$ cat config.mk
export PLATFORM = sky130hd
export DESIGN_NAME = tca_timer
export DESIGN_NICKNAME = d
export VERILOG_FILES = /design/src/rtl/tca_pkg.sv /design/src/rtl/tca_timer.sv
export VERILOG_INCLUDE_DIRS = /design/src /design/src/rtl
export SDC_FILE = /design/constraint.sdc
export NUM_CORES = 1
export LEC_CHECK = 0
export ABC_AREA = 1
export BUFFER_PORTS_ARGS = -buffer_cell sky130_fd_sc_hd__buf_2
export CORE_MARGIN = 3
export CORE_UTILIZATION = 60
export DETAILED_ROUTE_END_ITERATION = 10
export PLACE_DENSITY = 0.79
export SYNTH_ARGS = -nofsm -noshare
export SYNTH_HDL_FRONTEND = slang
export SYNTH_SLANG_ARGS = --single-unit
$ cat constraint.sdc
create_clock -name CLK -period 1.9 [get_ports CLK]
set_input_delay 0.19 -clock CLK [delete_from_list [all_inputs] [get_ports CLK]]
set_output_delay 0.19 -clock CLK [all_outputs]
set_load 0.05 [all_outputs]
$ cat src/rtl/tca_regs.svh
// Purpose: Register offsets, field positions and reset values of the timer
// Assumes: Eight-bit register port, one register per byte address
// Notes:   Definitions only
`ifndef TCA_REGS_SVH
`define TCA_REGS_SVH

`define TCA_CMP_LO      8'h2d
`define TCA_CMP_HI      8'h2e
`define TCA_CAP_LO      8'h2f
`define TCA_CAP_HI      8'h30
`define TCA_CTL         8'h31
`define TCA_MODE        8'h32

// Control register bits
`define TCA_CTL_RUN     0
`define TCA_CTL_DBF     1
`define TCA_CTL_OVE     2
`define TCA_CTL_ACAP    3

// Mode register fields
`define TCA_MODE_M_LO   0
`define TCA_MODE_M_HI   2
`define TCA_MODE_CK_LO  3
`define TCA_MODE_CK_HI  4
`define TCA_MODE_TED    5
`define TCA_MODE_METT   6

// Operating mode codes
`define TCA_M_TIMER0    3'h0
`define TCA_M_TIMER1    3'h1
`define TCA_M_EVENT     3'h2
`define TCA_M_TRIG      3'h4
`define TCA_M_WINDOW    3'h5

`define TCA_CMP_RESET   16'hffff
`define TCA_CAP_RESET   16'hffff
`define TCA_TMP_RESET   8'hff
`define TCA_PRE_W       10

`endif

$ cat src/rtl/tca_pkg.sv
// Purpose: Types shared by the timer design
// Assumes: Constants come from tca_regs.svh
// Notes:   One packed struct carries all timer state
`include "tca_regs.svh"

package tca_pkg;

  typedef struct packed {
    logic [`TCA_PRE_W-1:0] pre;
    logic [15:0]           cnt;
    logic [15:0]           act;
    logic [15:0]           dbuf;
    logic [15:0]           cap;
    logic [7:0]            tmp;
    logic [7:0]            rdata;
    logic                  run;
    logic                  dbf;
    logic                  ove;
    logic                  acap;
    logic [2:0]            mode;
    logic [1:0]            ck;
    logic                  ted;
    logic                  mett;
    logic                  going;
    logic                  sync1;
    logic                  sync2;
    logic                  prev;
    logic                  irq;
  } tca_state_t;

endpackage

$ cat src/rtl/tca_timer.sv
// Purpose: Sixteen-bit up-counter timer with trigger, event and window modes
// Assumes: Source clocks are taps of a free prescaler on CLK
// Notes:   Pulse width and pulse generator modes are not built here
`timescale 1ns/1ps
`default_nettype none
`include "tca_regs.svh"

module tca_timer
  import tca_pkg::*;
(
  input  wire logic       CLK,
  input  wire logic       RST_B,
  input  wire logic [7:0] ADDR,
  input  wire logic [7:0] WDATA,
  input  wire logic       WR,
  input  wire logic       RD,
  output logic      [7:0] RDATA,
  input  wire logic       TIMER_INPUT_PIN,
  output logic            TIMER_INTERRUPT_REQUEST
);

  tca_state_t st;
  tca_state_t next_st;

  logic tick;
  logic rise;
  logic fall;
  logic sel_edge;
  logic opp_edge;
  logic cnt_ev;
  logic hit;

  // Source clock taps: 2^10, 2^6, 2^2 and 2 system clocks
  always_comb begin
    unique case (st.ck)
      2'h0:    tick = &st.pre;
      2'h1:    tick = &st.pre[5:0];
      2'h2:    tick = &st.pre[1:0];
      2'h3:    tick = st.pre[0];
    endcase
  end

  // The slowest source tap needs ten prescaler bits
  if (`TCA_PRE_W < 10) begin : g_pre_chk
    $error("prescaler too narrow for the slowest source tap");
  end

  // Edges come from the second and third stages only
  assign rise     = st.sync2 & ~st.prev;
  assign fall     = ~st.sync2 & st.prev;
  assign sel_edge = st.ted ? fall : rise;
  assign opp_edge = st.ted ? rise : fall;

  always_comb begin
    unique case (st.mode)
      `TCA_M_TIMER0, `TCA_M_TIMER1: cnt_ev = tick;
      `TCA_M_TRIG:   cnt_ev = st.going & tick;
      `TCA_M_EVENT:  cnt_ev = sel_edge;
      `TCA_M_WINDOW: cnt_ev = tick & (st.sync2 == ~st.ted);
      default:       cnt_ev = 1'b0;
    endcase
  end

  // Equality only, so a compare below the count waits for the wrap
  assign hit = st.run & cnt_ev & (st.cnt == st.act);

  always_comb begin
    next_st       = st;
    next_st.irq   = 1'b0;
    next_st.rdata = 8'h00;
    next_st.pre   = st.pre + `TCA_PRE_W'(1);
    next_st.sync1 = TIMER_INPUT_PIN;
    next_st.sync2 = st.sync1;
    next_st.prev  = st.sync2;

    if (st.run) begin
      if (hit) begin
        next_st.cnt = 16'h0000;
        next_st.irq = 1'b1;
        if (st.dbf) begin
          next_st.act = st.dbuf;
        end
      end else if (cnt_ev) begin
        next_st.cnt = st.cnt + 16'h0001;
      end
      if (st.mode == `TCA_M_TRIG) begin
        if (!st.going) begin
          next_st.going = sel_edge;
        end else if (st.mett && opp_edge) begin
          next_st.going = 1'b0;
          next_st.cnt   = 16'h0000;
        end
        // With retrigger off, edges are not looked at once the count has started
      end
    end

    if (WR) begin
      if (ADDR == `TCA_CMP_LO) begin
        next_st.tmp = WDATA;
      end
      if (ADDR == `TCA_CMP_HI) begin
        next_st.dbuf = {WDATA, st.tmp};
        // Running with buffer on: compare keeps its old value
        if (!(st.dbf && st.run)) begin
          next_st.act = {WDATA, st.tmp};
        end
      end
      if (ADDR == `TCA_CTL) begin
        next_st.run = WDATA[`TCA_CTL_RUN];
        next_st.dbf = WDATA[`TCA_CTL_DBF];
        if (!st.run) begin
          next_st.ove = WDATA[`TCA_CTL_OVE];
        end
        // Auto capture cannot change in the write that stops the timer
        if (!(st.run && !WDATA[`TCA_CTL_RUN])) begin
          next_st.acap = WDATA[`TCA_CTL_ACAP];
        end
      end
      if (ADDR == `TCA_MODE && !st.run) begin
        next_st.mode = WDATA[`TCA_MODE_M_HI:`TCA_MODE_M_LO];
        next_st.ck   = WDATA[`TCA_MODE_CK_HI:`TCA_MODE_CK_LO];
        next_st.ted  = WDATA[`TCA_MODE_TED];
        next_st.mett = WDATA[`TCA_MODE_METT];
      end
    end

    if (!next_st.run) begin
      next_st.cnt   = 16'h0000;
      next_st.going = 1'b0;
    end

    if (RD) begin
      unique case (ADDR)
        `TCA_CMP_LO:
          next_st.rdata = st.dbf ? st.dbuf[7:0] : st.act[7:0];
        `TCA_CMP_HI:
          next_st.rdata = st.dbf ? st.dbuf[15:8] : st.act[15:8];
        `TCA_CAP_LO: begin
          if (st.acap) begin
            // Stopped timer reads zero and clears the held high byte
            next_st.cap   = st.run ? st.cnt : 16'h0000;
            next_st.rdata = st.run ? st.cnt[7:0] : 8'h00;
          end else begin
            next_st.rdata = st.cap[7:0];
          end
        end
        `TCA_CAP_HI:
          next_st.rdata = st.cap[15:8];
        `TCA_CTL:
          next_st.rdata = {4'h0, st.acap, st.ove, st.dbf, st.run};
        `TCA_MODE:
          next_st.rdata = {1'b0, st.mett, st.ted, st.ck, st.mode};
        default:
          next_st.rdata = 8'h00;
      endcase
    end
  end

  always_ff @(posedge CLK) begin
    if (!RST_B) begin
      st       <= '0;
      st.act   <= `TCA_CMP_RESET;
      st.dbuf  <= `TCA_CMP_RESET;
      st.cap   <= `TCA_CAP_RESET;
      st.tmp   <= `TCA_TMP_RESET;
    end else begin
      st <= next_st;
    end
  end

  assign RDATA                   = st.rdata;
  assign TIMER_INTERRUPT_REQUEST = st.irq;
endmodule

`default_nettype wire

# After elaboration in Yosys (flattened, before gate mapping)
# Index checks and enable logic that the tools add are counted.
word_totals:
  ff_bits: 106
  elab_cells: 100
  output_inout_bits: 9
classes:
  muxes: 29
  bitwise: 11
  add_sub_neg: 2
  reduce_logical: 23
  eq_ne: 15
op_table:
  columns: ["operator", "count"]
  rows:
  - ["16-bit 2-to-1 mux", 10]
  - ["32-bit 2-to-1 mux", 2]
  - ["8-bit by 6-bit equality test with 1-bit output, second input constant", 6]
  - ["8-bit one-hot mux with 6 select lines", 1]
  - ["8-bit 2-to-1 mux", 4]
  - ["2-bit AND reduction", 9]
  - ["16-bit by 1-bit adder with 16-bit output, second input constant", 1]
  - ["16-bit equality test", 1]
  - ["11-bit 2-to-1 mux", 1]
  - ["10-bit by 1-bit adder with 10-bit output, second input constant", 1]
  - ["10-bit AND reduction", 1]
  - ["3-bit AND reduction", 3]
  - ["1-bit one-hot mux with 4 select lines", 2]
  - ["1-bit 2-to-1 mux", 7]
  - ["7-bit 2-to-1 mux", 1]
  - ["1-bit AND", 6]
  - ["3-bit equality test, second input constant", 2]
  - ["6-bit AND reduction", 1]
  - ["1-bit NOT", 5]
  - ["2-bit equality test, second input constant", 2]
  - ["1-bit logical AND", 4]
  - ["4-bit 2-to-1 mux", 1]
  - ["3-bit by 1-bit equality test with 1-bit output, second input constant", 1]
  - ["3-bit by 2-bit equality test with 1-bit output, second input constant", 1]
  - ["6 further kinds", 7]

# Longest topological paths before layout
depth:
  depth_word: 11
  ltp_mapped: 14

# Least setup slack after synthesis
# No wires, ideal clock.
synth_path:
  path_type: "register to register"
  start: "register st[96] (netlist bit)"
  end: "register st[90] (netlist bit)"
  path_slack_ns: 0.243
  stages_incl_launch_ff: 11
  n_path_buf: 0
  setup_time_ns: 0.127
  arrival_time_ns: 1.530
  period_less_slack_ns: 1.657
  cell_sequence: "dfxtp_1 > ha_1 > nand3_1 > nor3_2 > nand2_1 > nand2_1 > nand2_1 > nand2_2 > nand2_1 > nor3_1 > nor3_4"
synth_between:
  elab_chain_len: 10
synth_lines:
  columns: ["element", "line", "text"]
  rows:
  - ["start, declared", "tca_timer.sv:22", "tca_state_t st;"]
  - ["start signal, assigned", "tca_timer.sv:167", "st <= next_st;"]
  - ["10-bit AND reduction (tied with other cells)", "tca_timer.sv:36", "2'h0: tick = &st.pre;"]
  - ["1-bit one-hot mux with 4 select lines *", "tca_timer.sv:35", "unique case (st.ck)"]
  - ["1-bit AND (on tied branches)", "tca_timer.sv:59, tca_timer.sv:57", null]
  - ["1-bit one-hot mux with 4 select lines *", "tca_timer.sv:55", "unique case (st.mode)"]
  - ["1-bit AND (2 in a row)", "tca_timer.sv:65", "assign hit = st.run & cnt_ev & (st.cnt == st.act);"]
  - ["16-bit 2-to-1 mux *", "tca_timer.sv:77", "if (hit) begin"]
  - ["16-bit 2-to-1 mux", "tca_timer.sv:89", "end else if (st.mett && opp_edge) begin"]
  - ["16-bit 2-to-1 mux", "tca_timer.sv:87", "if (!st.going) begin"]
  - ["16-bit 2-to-1 mux *", "tca_timer.sv:86", "if (st.mode == `TCA_M_TRIG) begin"]
# Every way passes the cells marked *; elsewhere a longest branch is shown, timed or not.
# A chain may end at the register's enable or synchronous reset.

# Final worst setup path
layout_path:
  start: "register st[97] (netlist bit)"
  end: "register st[90] (netlist bit)"
# Same word-level chain as after synthesis.

==> flow_summary.yaml <==
synth:
  synthCells: 776
  async_flop_share_pct: 0
  syn_nets: 799
  synth-edff-count: 0
  avgSynthCellArea_um2: 6.92
  ys_types: 40
  synth_ff_type: "dfxtp_1"
  ys_ff_latch: 106
  yosysSeqAreaShare_pct: 39.5
  ys_warn_count: 0
  synth_area_um2: 5370
finish:
  layout.area.seq_um2: 2130
  fillers: 772
  syn2layout_area_growth_pct: 8.79
  drive_gt1_share_pct: 14.0
  num_antenna_cells: 0
  multiInputGateArea_um2: 2720
  nets: 823
placed_design:
  dp_hpwl_mm: 11.0
  place_congestion: 1.00
  pre_cts_slack_ps: 48.4
  numPortBuffers: 29
routing:
  finalWirelength_mm: 14.8
  drt_pre_antenna_iters: 5
  vias_per_cell: 5.86
  drcViolationCount: 0
  antenna_left: 0
  drt_iter0_drc: 468
  avgRoutedWirePerCell_um: 16.2
  num_vias: 5335
power_and_ir_drop:
  swShare_pct: 25.5
  switchingPower_mw: 0.953
  power.internal_mw: 2.78
  irDropWorstVdd_v: 0.000427
  p_per_area_nw_per_um2: 640
  leakagePower_nw: 2.60
  p_comb_share_pct: 4.0
  clockPowerShare_pct: 36.0
  seqPwrFrac_pct: 60.0
timing:
  setup_viol: 0
  min_period_ps: 1760
  tns_ps: 0
  hold_viol: 0
  slew_violations: 0
  tightest_slew_ps: 582
  slew-limit-headroom_pct: 61.1
  clock.fmax_mhz: 568
  finalWorstSetupSlack_ps: 139
  clock_skew_ps: 12.5
  min_period_over_period_pct: 92.7
  rsz0062_at_grt: "false"
die:
  io_pins: 30
  die_w_um: 101
  floorplan.initialDensity_pct: 63.4
  std_cell_rows: 33
  die_area_um2: 10100
  die_h_um: 101
  core_area_um2: 8460
global_route:
  grt_max_degree: 40
  grt_pass1_vias: 4987
  met2_usage_pct: 49.6
  grt.met3_usage_pct: 5.95
  use_met1_pct: 38.6
  grt_overflow: 0
  grt-busiest-layer: "met2"
  grtUsageTotal_pct: 29.9
  antenna_found_initial: 0
  grt_pass1_wl_mm: 23.8
clocking:
  cts_buffers: 9
  cts_max_level: 3
  clk_pin_slew_worst_paths_ps: 110
  clkLatencyLatePin_ps: 380
  cts_setup_buffers: 0
  clockBufferDepth: 2
  cts_tree: "yes"
  cts_root_buf: "clkbuf_8"
  cts_num_sinks: 106
hold_path:
  hold_class: "primary input to register"
setup_path:
  critPathRequiredTime_ps: 2160
  path_cells: "ha_4 -> nand3_2 -> nor3_2 -> nand2_1 -> nand2_1 -> nand2_1 -> nand2_4 -> nand2_1 -> nor3_1 -> nor3_4"
  crit_path_top_delay_cell: "dfxtp_1"
  worstSetupEndpointType: "register"
  cp_slowest_stage_delay_ps: 410
  cpMostUsedCell: "nand2_1"
  cp_top_family: "simple AND/OR/NAND/NOR gates"
  cp-start-kind: "register"
  crit_arrival_ps: 2020
  worstSetupPathType: "register to register"
  cp_max_fo: 6
  path_buf_inv: 0
run_status:
  status: "complete, no violations"
job:
  cap_violations: 0
-- synthesized netlist by cell type (10+ instances only) --
master | count | area, um^2
nand4_1 | 25 | 156
o211ai_1 | 12 | 90.1
buf_2 | 11 | 55.1
a21oi_1 | 22 | 110
or2_2 | 11 | 68.8
nand3_1 | 77 | 385
nor2_1 | 45 | 169
clkbuf_1 | 15 | 56.3
nand2_1 | 221 | 830
nor3_1 | 17 | 85.1
dfxtp_1 | 106 | 2120
inv_1 | 87 | 327
o21ai_0 | 48 | 240
buf_4 | 10 | 75.1
-- cells in the final DEF (no fill, tap or decap), types with 4 or more instances in the layout --
cell type  count
nand2_1      220
dfxtp_1      103
inv_1         87
nand3_1       75
o21ai_0       46
nor2_1        45
buf_2         29
nand4_1       25
a21oi_1       22
buf_4         21
nor3_1        17
o211ai_1      12
or2_2         11
clkbuf_8       9
xor2_1         8
o22ai_1        7
xnor2_1        5
a31oi_1        5
nand2_4        4
nor2_4         4
o221ai_1       4
-- flip-flops by register name, indices dropped and copies added (netlist names) --
| signal | count |
|---|---|
| st | 95 |
| RDATA | 8 |
| next_st | 2 |
| TIMER_INTERRUPT_REQUEST | 1 |
-- area by class of cell --
cell class	instances	area share, %
clock buffers	9	2.12
clock inverters	7	1.03
inverters	92	5.96
multi-input cells	539	46.5
flip-flops and latches	106	36.4
well taps	105	2.25
repair buffers	52	5.70
-- worst paths after layout --
kind / cells after the start / to / slack [ps] / start
worst max-delay path: 10 / st[90] / 140 / st[97]
worst min-delay path: 3 / st[31] / 40 / WDATA[7]
worst max register to register: 10 / st[90] / 140 / st[97]
worst min register to register: 2 / next_st[1] / 440 / next_st[2]
-- layer usage --
metal  part of all wire, %  vias up
li1                      -     2579
met2                    47      256
met1                    42     2454
met4                   3.3        0
met5                     0        -
met3                   8.2       46
-- power by group through the flow --
stage	Sequential [mW]	Combinational, mW	Clock [mW]
final	2.24	0.150	1.34
after CTS	2.24	0.145	1.36
after global routing	2.24	0.165	1.45
after global placement	2.29	0.139	0
after detailed placement	2.29	0.143	0
after floorplan	2.29	0.0751	0
-- stage by stage --
step	hold slack (ps)	instance area, um^2	power, mW	cells	utilization [%]
6_report	35.7	5840	3.74	910	69.0
5_1_grt	59.4	5840	3.86	910	69.0
4_1_cts	31.8	5790	3.75	910	68.5
3_5_place_dp	376	5600	2.43	893	66.2
3_3_place_gp	369	5600	2.43	893	66.2
2_1_floorplan	288	5370	2.36	776	-
-- worst register-to-register path, stage by stage, from the launching register on --
cell,delay [ps]
dfxtp_1,410
ha_4,170
nand3_2,100
nor3_2,110
nand2_1,60
nand2_1,60
nand2_1,80
nand2_4,130
nand2_1,160
nor3_1,300
nor3_4,70
-- cells by family after synthesis --
kind of cell | count (synthesis) | synth area share, %
AOI/OAI and AO/OA | 105 | 11.4
xor gates and xnor gates | 13 | 2.12
adders and majority gates | 2 | 0.466
buffers and inverters | 131 | 10.6
DFF | 106 | 39.5
and+or+nand+nor | 419 | 35.8
-- what timing repair did --
action,in CTS,in global routing
endpoints found under the hold margin,1,0
endpoints found under the setup margin,0,27
hold buffers,1,0
resized for setup,0,13
No activity file was read; power rests on OpenSTA's default activity.
